==> src/verilog/rivm_pkg.sv <==
package rivm_pkg;

  // Program counter width; 16K bytes of flash hold 8K words.
  localparam int unsigned PC_W = 13;

  // Number of vector slots after reset, including the unassigned ones.
  localparam int unsigned NUM_VEC = 31;

  // Reset address with the boot reset fuse unprogrammed.
  localparam logic [PC_W-1:0] RESET_ADDR_APP = 13'h0000;

  // Default boot loader start address; a plain default, it comes from the boot size setting.
  localparam logic [PC_W-1:0] BOOT_ADDR_DEFAULT = 13'h0c00;

  // Fuse encoding: one means unprogrammed.
  localparam logic FUSE_UNPROGRAMMED = 1'b1;

  // Vector slot index of each source; address is two words per slot after reset.
  localparam int unsigned VEC_STG2_CAPT  = 0;   // 0x0002
  localparam int unsigned VEC_STG2_END   = 1;   // 0x0004
  localparam int unsigned VEC_STG1_CAPT  = 2;   // 0x0006
  localparam int unsigned VEC_STG1_END   = 3;   // 0x0008
  localparam int unsigned VEC_STG0_CAPT  = 4;   // 0x000a
  localparam int unsigned VEC_STG0_END   = 5;   // 0x000c
  localparam int unsigned VEC_CMP0       = 6;   // 0x000e
  localparam int unsigned VEC_CMP1       = 7;   // 0x0010
  localparam int unsigned VEC_CMP2       = 8;   // 0x0012
  localparam int unsigned VEC_EXT0       = 9;   // 0x0014
  localparam int unsigned VEC_WT_CAPT    = 10;  // 0x0016
  localparam int unsigned VEC_WT_MA      = 11;  // 0x0018
  localparam int unsigned VEC_WT_MB      = 12;  // 0x001a
  localparam int unsigned VEC_SPARE0     = 13;  // 0x001c
  localparam int unsigned VEC_WT_OVF     = 14;  // 0x001e
  localparam int unsigned VEC_BT_MA      = 15;  // 0x0020
  localparam int unsigned VEC_BT_OVF     = 16;  // 0x0022
  localparam int unsigned VEC_ADC        = 17;  // 0x0024
  localparam int unsigned VEC_EXT1       = 18;  // 0x0026
  localparam int unsigned VEC_SPI        = 19;  // 0x0028
  localparam int unsigned VEC_SER_RX     = 20;  // 0x002a
  localparam int unsigned VEC_SER_EMPTY  = 21;  // 0x002c
  localparam int unsigned VEC_SER_TX     = 22;  // 0x002e
  localparam int unsigned VEC_EXT2       = 23;  // 0x0030
  localparam int unsigned VEC_WDOG       = 24;  // 0x0032
  localparam int unsigned VEC_EE         = 25;  // 0x0034
  localparam int unsigned VEC_BT_MB      = 26;  // 0x0036
  localparam int unsigned VEC_EXT3       = 27;  // 0x0038
  localparam int unsigned VEC_SPARE1     = 28;  // 0x003a
  localparam int unsigned VEC_SPARE2     = 29;  // 0x003c
  localparam int unsigned VEC_SPM        = 30;  // 0x003e

  // Slots with no source; their request lines are forced low.
  localparam logic [NUM_VEC-1:0] SPARE_MASK = 31'h3000_2000;

  // Table offset of the first interrupt vector and the step between vectors.
  localparam logic [PC_W-1:0] VEC_BASE_OFS = 13'h0001;
  localparam int unsigned     VEC_STEP     = 2;

  // Controller state.
  typedef enum logic [1:0] {
    RIVM_RESET,
    RIVM_IDLE,
    RIVM_WAIT_ACK
  } rivm_state_t;

endpackage

==> src/verilog/rivm_ctrl.sv <==
////////////////////////////////////////////////////////////////////////////////
// Behaviour
// - Unprogrammed fuse: reset fetches address zero.
// - Stage controller events vector to 0x0002-0x000c.
// - Comparators vector to 0x000e, 0x0010, 0x0012.
// - External requests vector 0x0014/0x0026/0x0030/0x0038.
// - Wide timer vectors; slot 0x001c unused.
// - Byte timer vectors 0x0020, 0x0022, 0x0036.
// - Converter 0x0024, SPI transfer 0x0028.
// - Serial unit vectors 0x002a, 0x002c, 0x002e.
// - Watchdog, EEPROM, self-program; 0x003a/0x003c unused.
// - Programmed fuse: reset fetches boot address.
// - Select bit adds boot start to vectors.
// - Reset and table base chosen independently.
module rivm_ctrl
  import rivm_pkg::*;
(
  input  wire logic                       core_clk,
  input  wire logic                       arst_n,
  input  wire logic                       boot_reset_fuse,
  input  wire logic                       vector_table_select,
  input  wire logic [PC_W-1:0]            boot_addr,
  input  wire logic                       global_enable,
  input  wire logic                       stage_ctrl2_capture_irq,
  input  wire logic                       stage_ctrl2_cycle_end_irq,
  input  wire logic                       stage_ctrl1_capture_irq,
  input  wire logic                       stage_ctrl1_cycle_end_irq,
  input  wire logic                       stage_ctrl0_capture_irq,
  input  wire logic                       stage_ctrl0_cycle_end_irq,
  input  wire logic                       comparator_zero_irq,
  input  wire logic                       comparator_one_irq,
  input  wire logic                       comparator_two_irq,
  input  wire logic                       ext_request_zero,
  input  wire logic                       ext_request_one,
  input  wire logic                       ext_request_two,
  input  wire logic                       ext_request_three,
  input  wire logic                       wide_timer_capture_irq,
  input  wire logic                       wide_timer_match_a_irq,
  input  wire logic                       wide_timer_match_b_irq,
  input  wire logic                       wide_timer_overflow_irq,
  input  wire logic                       byte_timer_match_a_irq,
  input  wire logic                       byte_timer_overflow_irq,
  input  wire logic                       byte_timer_match_b_irq,
  input  wire logic                       converter_done_irq,
  input  wire logic                       spi_done_irq,
  input  wire logic                       serial_rx_done_irq,
  input  wire logic                       serial_tx_empty_irq,
  input  wire logic                       serial_tx_done_irq,
  input  wire logic                       watchdog_timeout_irq,
  input  wire logic                       eeprom_ready_irq,
  input  wire logic                       self_program_ready_irq,
  input  wire logic                       core_ack,
  output logic                            pc_load_q,
  output logic      [PC_W-1:0]            pc_addr_q,
  output logic                            irq_ack_q,
  output logic      [4:0]                 irq_slot_q
);

  ////////////////////////////////////////////////////////////////////////////////
  // Request gathering.

  logic [NUM_VEC-1:0] req_w;
  logic [NUM_VEC-1:0] req_m_w;
  logic [NUM_VEC-1:0] pin_s1_q;
  logic [NUM_VEC-1:0] pin_s2_q;
  logic [NUM_VEC-1:0] pin_raw_w;
  logic               fuse_q;
  logic               sel_q;
  logic [PC_W-1:0]    boot_q;
  logic [PC_W-1:0]    rom_ofs_w;
  logic               any_w;
  logic [4:0]         win_w;
  logic [4:0]         pend_slot_q;
  logic [4:0]         rom_slot_w;
  rivm_state_t        state_q;
  logic [1:0]         wait_q;

  // Each source sits at its slot; spare slots are tied low.
  always_comb begin
    pin_raw_w = '0;
    pin_raw_w[VEC_STG2_CAPT] = stage_ctrl2_capture_irq;
    pin_raw_w[VEC_STG2_END]  = stage_ctrl2_cycle_end_irq;
    pin_raw_w[VEC_STG1_CAPT] = stage_ctrl1_capture_irq;
    pin_raw_w[VEC_STG1_END]  = stage_ctrl1_cycle_end_irq;
    pin_raw_w[VEC_STG0_CAPT] = stage_ctrl0_capture_irq;
    pin_raw_w[VEC_STG0_END]  = stage_ctrl0_cycle_end_irq;
    pin_raw_w[VEC_CMP0] = comparator_zero_irq;
    pin_raw_w[VEC_CMP1] = comparator_one_irq;
    pin_raw_w[VEC_CMP2] = comparator_two_irq;
    pin_raw_w[VEC_EXT0] = ext_request_zero;
    pin_raw_w[VEC_EXT1] = ext_request_one;
    pin_raw_w[VEC_EXT2] = ext_request_two;
    pin_raw_w[VEC_EXT3] = ext_request_three;
    pin_raw_w[VEC_WT_CAPT] = wide_timer_capture_irq;
    pin_raw_w[VEC_WT_MA]   = wide_timer_match_a_irq;
    pin_raw_w[VEC_WT_MB]   = wide_timer_match_b_irq;
    pin_raw_w[VEC_WT_OVF]  = wide_timer_overflow_irq;
    pin_raw_w[VEC_BT_MA]  = byte_timer_match_a_irq;
    pin_raw_w[VEC_BT_OVF] = byte_timer_overflow_irq;
    pin_raw_w[VEC_BT_MB]  = byte_timer_match_b_irq;
    pin_raw_w[VEC_ADC] = converter_done_irq;
    pin_raw_w[VEC_SPI] = spi_done_irq;
    pin_raw_w[VEC_SER_RX]    = serial_rx_done_irq;
    pin_raw_w[VEC_SER_EMPTY] = serial_tx_empty_irq;
    pin_raw_w[VEC_SER_TX]    = serial_tx_done_irq;
    pin_raw_w[VEC_WDOG] = watchdog_timeout_irq;
    pin_raw_w[VEC_EE]  = eeprom_ready_irq;
    pin_raw_w[VEC_SPM] = self_program_ready_irq;
  end

  // External request pins cross from outside; every line gets two flops alike.
  always_ff @(posedge core_clk or negedge arst_n) begin
    if (!arst_n) begin
      pin_s1_q <= '0;
      pin_s2_q <= '0;
    end else begin
      pin_s1_q <= pin_raw_w;
      pin_s2_q <= pin_s1_q;
    end
  end

  assign req_w   = pin_s2_q & ~SPARE_MASK;
  assign req_m_w = global_enable ? req_w : '0;

  always_comb begin
    any_w = 1'b0;
    win_w = '0;
    for (int i = NUM_VEC - 1; i >= 0; i--) begin
      if (req_m_w[i]) begin
        any_w = 1'b1;
        win_w = 5'(i);
      end
    end
  end

  ////////////////////////////////////////////////////////////////////////////////
  // Straps and the table memory.

  // Fuse, select and boot address settle before use; captured each clock.
  always_ff @(posedge core_clk or negedge arst_n) begin
    if (!arst_n) begin
      fuse_q <= FUSE_UNPROGRAMMED;
      sel_q  <= 1'b0;
      boot_q <= BOOT_ADDR_DEFAULT;
    end else begin
      fuse_q <= boot_reset_fuse;
      sel_q  <= vector_table_select;
      boot_q <= boot_addr;
    end
  end

  // The table reads the held slot while waiting, so a newer request cannot swap the offset.
  assign rom_slot_w = (state_q == RIVM_WAIT_ACK) ? pend_slot_q : win_w;

  rivm_vec_rom u_rom (
    .core_clk (core_clk),
    .arst_n   (arst_n),
    .slot     (rom_slot_w),
    .offset_q (rom_ofs_w)
  );

  ////////////////////////////////////////////////////////////////////////////////
  // Sequencer: one reset fetch, then arbitration and acceptance.

  always_ff @(posedge core_clk or negedge arst_n) begin
    if (!arst_n) begin
      state_q     <= RIVM_RESET;
      wait_q      <= '0;
      pend_slot_q <= '0;
      pc_load_q   <= 1'b0;
      pc_addr_q   <= RESET_ADDR_APP;
      irq_ack_q   <= 1'b0;
      irq_slot_q  <= '0;
    end else begin
      pc_load_q <= 1'b0;
      irq_ack_q <= 1'b0;
      case (state_q)
        RIVM_RESET: begin
          // The strap flops hold reset values on the first edge; fetch on the second.
          if (wait_q == 2'h0) begin
            wait_q <= 2'h1;
          end else begin
            // reset address follows the fuse alone.
            pc_load_q <= 1'b1;
            // programmed fuse starts at boot address.
            pc_addr_q <= (fuse_q == FUSE_UNPROGRAMMED) ? RESET_ADDR_APP : boot_q;
            wait_q    <= 2'h0;
            state_q   <= RIVM_IDLE;
          end
        end
        RIVM_IDLE: begin
          // Hold-off after an ack lets the dropped request drain the synchroniser.
          if (wait_q != 2'h0) begin
            wait_q <= wait_q - 2'h1;
          end else if (any_w) begin
            pend_slot_q <= win_w;
            wait_q      <= 2'd1;
            state_q     <= RIVM_WAIT_ACK;
          end
        end
        default: begin
          // Table read lands one cycle after the slot was registered.
          if (wait_q != 2'd0) begin
            wait_q <= wait_q - 2'd1;
          end else if (core_ack) begin
            pc_load_q  <= 1'b1;
            pc_addr_q  <= (sel_q ? boot_q : RESET_ADDR_APP) + rom_ofs_w;
            irq_ack_q  <= 1'b1;
            irq_slot_q <= pend_slot_q;
            wait_q     <= 2'h3;
            state_q    <= RIVM_IDLE;
          end
        end
      endcase
    end
  end

  ////////////////////////////////////////////////////////////////////////////////
  // Checks.

  property p_reset_fetch;
    @(posedge core_clk) disable iff (!arst_n)
      (state_q == RIVM_RESET && wait_q != 2'h0) |=> pc_load_q &&
        pc_addr_q == ($past(fuse_q) ? 13'h0000 : $past(boot_q));
  endproperty
  a_reset_fetch: assert property (p_reset_fetch) else $error("bad reset fetch");

  property p_vec_addr;
    @(posedge core_clk) disable iff (!arst_n)
      irq_ack_q |-> pc_load_q && pc_addr_q ==
        13'((sel_q ? boot_q : 13'h0000) + 13'({irq_slot_q, 1'b0}) + 13'h0002);
  endproperty
  a_vec_addr: assert property (p_vec_addr) else $error("vector address wrong");

  property p_lowest;
    @(posedge core_clk) disable iff (!arst_n)
      (state_q == RIVM_IDLE && wait_q == 2'h0 && any_w) |=> pend_slot_q == $past(win_w) &&
        ($past(req_m_w) & ((31'h1 << pend_slot_q) - 31'h1)) == '0;
  endproperty
  a_lowest: assert property (p_lowest) else $error("not lowest request");

  property p_spare;
    @(posedge core_clk) disable iff (!arst_n)
      irq_ack_q |-> !(irq_slot_q inside {5'd13, 5'd28, 5'd29});
  endproperty
  a_spare: assert property (p_spare) else $error("spare slot taken");

  property p_ext0;
    @(posedge core_clk) disable iff (!arst_n)
      (irq_ack_q && irq_slot_q == 5'd9 && !sel_q) |-> pc_addr_q == 13'h0014;
  endproperty
  a_ext0: assert property (p_ext0) else $error("ext zero address wrong");

  property p_spm;
    @(posedge core_clk) disable iff (!arst_n)
      (irq_ack_q && irq_slot_q == 5'd30 && !sel_q) |-> pc_addr_q == 13'h003e;
  endproperty
  a_spm: assert property (p_spm) else $error("self program address wrong");

  property p_ack_after_wait;
    @(posedge core_clk) disable iff (!arst_n)
      (state_q == RIVM_IDLE && any_w) |=> !irq_ack_q ##1 !irq_ack_q;
  endproperty
  a_ack_after_wait: assert property (p_ack_after_wait) else $error("ack too early");

  property p_single_reset;
    @(posedge core_clk) disable iff (!arst_n)
      (pc_load_q && !irq_ack_q) |-> $past(state_q) == RIVM_RESET;
  endproperty
  a_single_reset: assert property (p_single_reset) else $error("stray load");

endmodule

==> src/verilog/rivm_vec_rom.sv <==
// Vector address table: slot index to table offset, registered read data.
module rivm_vec_rom
  import rivm_pkg::*;
(
  input  wire logic                       core_clk,
  input  wire logic                       arst_n,
  input  wire logic [4:0]                 slot,
  output logic      [PC_W-1:0]            offset_q
);

  logic [PC_W-1:0] table_w [NUM_VEC];

  // One entry per slot: the printed address is 0x0002 times the vector number.
  for (genvar g = 0; g < NUM_VEC; g++) begin : g_tab
    assign table_w[g] = PC_W'((g + 1) * VEC_STEP);
  end

  // Registered read keeps the timing off the priority path.
  always_ff @(posedge core_clk or negedge arst_n) begin
    if (!arst_n) begin
      offset_q <= '0;
    end else begin
      offset_q <= table_w[slot];
    end
  end

endmodule

==> config.mk <==
export PLATFORM = sky130hd
export DESIGN_NAME = rivm_ctrl
export DESIGN_NICKNAME = d
export VERILOG_FILES = /design/src/verilog/rivm_pkg.sv /design/src/verilog/rivm_ctrl.sv /design/src/verilog/rivm_vec_rom.sv
export SDC_FILE = /design/constraint.sdc
export NUM_CORES = 1
export LEC_CHECK = 0
export ABC_AREA = 1
export ABC_CLOCK_PERIOD_IN_PS = 2600
export BUFFER_PORTS_ARGS = -buffer_cell sky130_fd_sc_hd__buf_2
export CAP_MARGIN = 20
export CORE_ASPECT_RATIO = 0.6
export CORE_UTILIZATION = 40
export CTS_CLUSTER_SIZE = 10
export DETAILED_ROUTE_END_ITERATION = 8
export GPL_TIMING_DRIVEN = 0
export PLACE_DENSITY = 0.6
export SLEW_MARGIN = 20
export SYNTH_ARGS = -nofsm -noshare
export SYNTH_HDL_FRONTEND = slang
export SYNTH_SLANG_ARGS = --single-unit
==> constraint.sdc <==
create_clock -name core_clk -period 2.6 [get_ports core_clk]
set_input_delay 0.13 -clock core_clk [delete_from_list [all_inputs] [get_ports core_clk]]
set_output_delay 0.13 -clock core_clk [all_outputs]
set_load 0.05 [all_outputs]
# After elaboration in Yosys (flattened, before gate mapping)
# Memories as Yosys holds them, arrays and structs flattened. A register that Yosys moved wholly into a read port is not among the register bits.
# Cells that the tools add are included.
# totals
reg_bits,100
rom_bits,416
input_bits,47
output_inout_bits,20
wordCells,126
mem_count,1
# memory_table
name,depth,width,read_ports,rd_ports_with_merged_regs,write_ports,line,rtl
(no name shown),32,13,1,1,0,rivm_vec_rom.sv:23,offset_q <= table_w[slot];
# op_classes
add_sub_neg,2
eq_ne,7
muxes,87
bitwise_logic,4
n_reduce_logical,13
# ops
cell,count
2-to-1 mux 5 bit,32
2-to-1 mux 13 bit,5
2-to-1 mux 1 bit,36
2-to-1 mux 31 bit,1
case mux 13 bit (2 select lines),1
2-to-1 mux 2 bit,9
adder 13 bit,1
case mux 2 bit (2 select lines),2
inequality test 2 bit (second input constant),3
NOT 5 -> 6 bit,1
AND reduction 3 bit,2
AND reduction 5 bit,1
zero test 2 bit,2
AND reduction 4 bit,1
nonzero test 2 bit,2
nonzero test 4 bit,1
inequality test 3 bit (second input constant),1
NOT 1 bit,3
nonzero test 3 bit,1
equality test 2 x 1 -> 1 bit (second input constant),1
equality test 2 bit (second input constant),1
inequality test 2 x 1 -> 1 bit (second input constant),1
case mux 1 bit (2 select lines),1
AND reduction 2 bit,1
other kinds (3),3

# Depth between registers and ports, before layout
# depth
depth_word,35
mapped_depth,32
ltp_nobuf,32

# Cells and area by module
# Synthesis repeated with hierarchy kept, for this count alone.
# hier_totals
hier_cells,471
hier_area_um2,4448.0
# by_module_without_submodules
mod,n_inst,cells_per_inst,area_each_um2,seq_area_each_um2
rivm_ctrl,1,430,4112.7,2506.2
rivm_vec_rom,1,41,335.3,125.1

# Worst setup path before layout
# Ideal clock, no wire load.
# synth_path
path_kind,flip-flop to flip-flop
startpoint,reg sel_q
endpoint,reg pc_addr_q[11]
setup_ns,0.082
arrival_time_ns,2.392
required_time_ns,2.518
path_slack_ns,0.126
path_stages_with_launch,24
path_buffers,1
period_less_slack_ns,2.474
path_cell_list,dfrtp_1 > buf_2 > nand2_1 > inv_1 > ha_1 > inv_1 > fa_1 > inv_1 > nand3_1 > nand2_1 > inv_1 > nor2_1 > inv_1 > a21oi_1 > inv_1 > nor2_1 > inv_1 > nor2_1 > inv_1 > nor2_1 > nand2_1 > o21ai_0 > nand3_1 > a31oi_1
# synth_via
elab_chain_cells,5
# synth_lines
item,line,rtl
from (decl),rivm_ctrl.sv:68,logic sel_q;
from (signal assigned),rivm_ctrl.sv:147,sel_q <= vector_table_select;
2-to-1 mux 13 bit,rivm_ctrl.sv:207,pc_addr_q <= (sel_q ? boot_q : RESET_ADDR_APP) + rom_ofs_w;
adder 13 bit,rivm_ctrl.sv:207,
2-to-1 mux 13 bit,rivm_ctrl.sv:205,end else if (core_ack) begin
2-to-1 mux 13 bit,rivm_ctrl.sv:203,if (wait_q != 2'd0) begin
case mux 13 bit (2 select lines),rivm_ctrl.sv:177,case (state_q)
to (signal assigned),rivm_ctrl.sv:186,pc_addr_q <= (fuse_q == FUSE_UNPROGRAMMED) ? RESET_ADDR_APP : boot_q;
to (signal assigned),rivm_ctrl.sv:207,
to (decl),rivm_ctrl.sv:54,"output logic [PC_W-1:0] pc_addr_q,"
# Every way passes these cells. The select of a mux whose other input is x is not followed.
# A chain may end at the register's enable or synchronous reset.

# Worst setup path in the final report
# layout_path
startpoint,reg sel_q
endpoint,reg pc_addr_q[12]
# Same word-level chain as after synthesis.

==> results.json <==
{
  "overflow": 0,
  "grt_pass1_vias": 3028,
  "postSynthCellCount": 425,
  "io_pins": 67,
  "synthFlopType": "dfrtp_1",
  "drt_first_iter_violations": 128,
  "finalCriticalPeriod_ns": 2.702,
  "grt_busiest_layer": "met1",
  "drive_gt1_share_pct": 32.33,
  "final_antenna_net_count": 0,
  "core_um2": 10090,
  "vdd_drop_max_v": 0.0005495,
  "fin_ws_ns": -0.1019,
  "slew_headroom_pct": 59.79,
  "power_frac_clock_pct": 24.7,
  "drcViolationCount": 0,
  "root_buffer": "clkbuf_16",
  "synth_edf_count": 0,
  "setup.worst_path.start_class": "flop",
  "fin_nets": 620,
  "areaGrowthSynthToFinish_pct": 37.11,
  "critPathCapture": "pc_addr_q[12]$_DFFE_PN0P_",
  "avgSynthCellArea_um2": 10.03,
  "required_ns": 2.87,
  "htreeDepth": 3,
  "yosys.area.top_type": "dfrtp_1",
  "outcome": "finished with violations",
  "synth-seq-cells": 105,
  "hold_path.class": "in -> reg",
  "wire_per_inst_um": 12.66,
  "cts.sinks": 105,
  "p_seq_share_pct": 39.3,
  "grt_use_total_pct": 17.08,
  "tightest_slew_ns": 0.5953,
  "io_buffers": 66,
  "cts_buffer_depth": 2,
  "cp_max_fo": 5,
  "final_core_util_pct": 57.91,
  "yosysSeqAreaShare_pct": 61.74,
  "final-hold-violation-count": 0,
  "clk_latency_ns": 0.35,
  "clock.fmax_ghz": 0.3701,
  "cp.arrival_ns": 2.97,
  "cts_tree": "yes",
  "dieArea_um2": 11080,
  "initial_core_util_pct": 42.24,
  "maxCapViolations": 0,
  "synth.top_cell.area_share_pct": 59.89,
  "grt_util_met2_pct": 24.00,
  "synth_most_common_cell": "nand2_1",
  "pwr-share-comb_pct": 36.0,
  "gp_congestion": 0.7836,
  "dpl.hpwl_mm": 5.920,
  "r2r_start": "sel_q$_DFF_PN0_",
  "grt_pass1_wl_mm": 14.14,
  "synthTopCellsByCount": "120 x nand2_1, 102 x dfrtp_1, 45 x inv_1, 31 x nor2_1, 15 x o21ai_0",
  "netlist-cell-type-count": 40,
  "numCtsBuffers": 9,
  "r2r_end": "pc_addr_q[12]$_DFFE_PN0P_",
  "p_int_uw": 3222,
  "fin_skew_ns": 0.004644,
  "syn_area_um2": 4262,
  "met3_usage_pct": 4.877,
  "path_clk_slew_ns": 0.07,
  "first_pass_iters": 5,
  "setup_viol": 4,
  "rsz0062_at_grt": "true",
  "leakage_uw": 0.002844,
  "p_per_area_nw_per_um2": 916.3,
  "async_reset_ff_share_pct": 100.0,
  "syn_nets": 484,
  "r2r_setup_slack_ns": -0.10,
  "drt_wl_total_mm": 8.872,
  "antenna_found_initial": 0,
  "rows": 28,
  "post_synth_main_area_contributors": "dfrtp_1 60%, nand2_1 11%, inv_1 4.0%, ha_1 3.2%, nor2_1 2.7%",
  "viasPerCell": 4.565,
  "violations": "setup timing",
  "drv_slew": 0,
  "crit_path_start": "sel_q$_DFF_PN0_",
  "grt_max_degree": 72,
  "end_kind": "flop",
  "grt_use_met1_pct": 24.89,
  "critical_path_class": "reg -> reg",
  "insertedDiodeCount": 0,
  "die_width_um": 135.3,
  "die_y_um": 81.95,
  "fillers": 880,
  "synth_warnings": 0,
  "swShare_pct": 39.82,
  "post-place-ws_ns": -0.2813,
  "dr_total_vias": 3200,
  "fin_crit_sh_pct": 103.9,
  "switchingPower_uw": 2132,
  "rr_worst_depth": 20
}
==> routing by layer <==
layer  vias up  part of all wire (%)
li1       1623                     -
met1      1503                    51
met2        72                    43
met3         2                   5.2
met4         0                  0.32
met5         -                     0
==> repair_timing <==
action                                  CTS  global route
endpoints found under the hold margin    77             0
buffers inserted                          4            10
pin swaps                                 2            36
resized for setup                         7            52
endpoints found under the setup margin    3             9
hold buffers                             44             0
==> power by group through the flow <==
stage | logic, µW | clock network, µW | registers (µW)
after detailed placement | 1690 | 0 | 2120
after global routing | 2130 | 1430 | 2140
after CTS | 1760 | 1360 | 2090
final | 1930 | 1330 | 2100
after floorplan | 780 | 0 | 2570
after global placement | 1650 | 0 | 2120
==> through the flow <==
step | power, µW | cell area [µm²] | hold WS, ns | TNS, ns | std cells
after floorplan | 3352 | 4262 | -0.1656 | 0 | 425
after global placement | 3764 | 4761 | 0.2352 | -0.4922 | 626
after detailed placement | 3813 | 4795 | 0.04118 | -0.5960 | 627
after CTS | 5212 | 5577 | 0.1078 | -0.05857 | 691
after global routing | 5688 | 5843 | 0.1323 | -1.950 | 701
final | 5354 | 5843 | 0.1283 | -0.1635 | 701
==> registers in the layout, summed over array words and instances (netlist names), 2 cells and up <==
register        flops
boot_q             13
irq_slot_q          5
pc_addr_q          13
pend_slot_q         5
pin_s1_q           28
pin_s2_q           28
state_q             2
u_rom.offset_q      5
wait_q              2
==> worst min-delay path by stage <==
stage                        startpoint                    end  slack, ns  depth (start not counted)
after floorplan                  arst_n    boot_q[0]$_DFF_PN0_      -0.17                          0
after global placement    boot_addr[10]   boot_q[10]$_DFF_PN1_       0.24                          1
after detailed placement         arst_n  pin_s1_q[8]$_DFF_PN0_       0.04                          1
after CTS                      core_ack    irq_ack_q$_DFF_PN0_       0.11                          3
after global routing           core_ack    irq_ack_q$_DFF_PN0_       0.13                          3
final                          core_ack    irq_ack_q$_DFF_PN0_       0.13                          3
==> cell type report <==
cell class | count | area, µm² | area share, %
sequential | 105 | 2631 | 45.03
buffer | 9 | 78.83 | 1.349
clock buffer | 9 | 225.2 | 3.854
multi-input combinational | 263 | 1558 | 26.66
clock inverter | 7 | 68.82 | 1.178
tap | 135 | 168.9 | 2.891
inverter | 48 | 182.7 | 3.126
timing repair buffer | 125 | 929.6 | 15.91
==> kinds of logic (layout without fill, tap and decap cells) <==
| kind of cell | count (synthesis) | after routing | share of synthesized area, % |
|---|---|---|---|
| buffers and inverters | 57 | 198 | 5.931 |
| AND/OR/NAND/NOR | 192 | 192 | 19.58 |
| adder cells (fa/ha/maj) | 12 | 12 | 3.699 |
| flip-flops | 105 | 105 | 61.74 |
| AO/OA/AOI/OAI | 58 | 58 | 8.808 |
| multiplexers | 1 | 1 | 0.2349 |
==> critical path, stage by stage (launching register included) <==
cell,delay (ns)
dfrtp_1,0.41
buf_6,0.15
buf_4,0.15
nand2_2,0.06
inv_2,0.04
ha_4,0.26
inv_1,0.05
nor2_2,0.11
o21ai_1,0.10
nand2_1,0.09
inv_2,0.04
nor2_2,0.09
inv_1,0.05
nor2_1,0.09
inv_1,0.07
nor2_2,0.13
nand4_1,0.16
nor2_2,0.19
a21oi_1,0.05
nand3b_1,0.15
a31oi_1,0.18
==> layout by cell type (no fill, tap or decap), types with 4 or more instances in the layout <==
| master | netlist | layout |
|---|---|---|
| buf_2 | 4 | 68 |
| o21ai_0 | 15 | 12 |
| nand2_4 | 1 | 4 |
| o21ai_1 | 2 | 5 |
| buf_6 | 1 | 5 |
| clkbuf_16 | 0 | 9 |
| dlygate4sd3_1 | 0 | 44 |
| nand2_2 | 14 | 23 |
| dfrtp_1 | 102 | 102 |
| a21oi_1 | 10 | 8 |
| inv_1 | 45 | 35 |
| nand3_1 | 12 | 12 |
| ha_4 | 0 | 7 |
| nand2_1 | 120 | 108 |
| ha_1 | 11 | 4 |
| a31oi_1 | 11 | 11 |
| buf_4 | 0 | 11 |
| nor2_2 | 3 | 9 |
| nor2_1 | 31 | 24 |
| inv_8 | 0 | 4 |
| inv_2 | 3 | 12 |
| o21ai_2 | 7 | 7 |
Power figures use the tool's default switching activity.
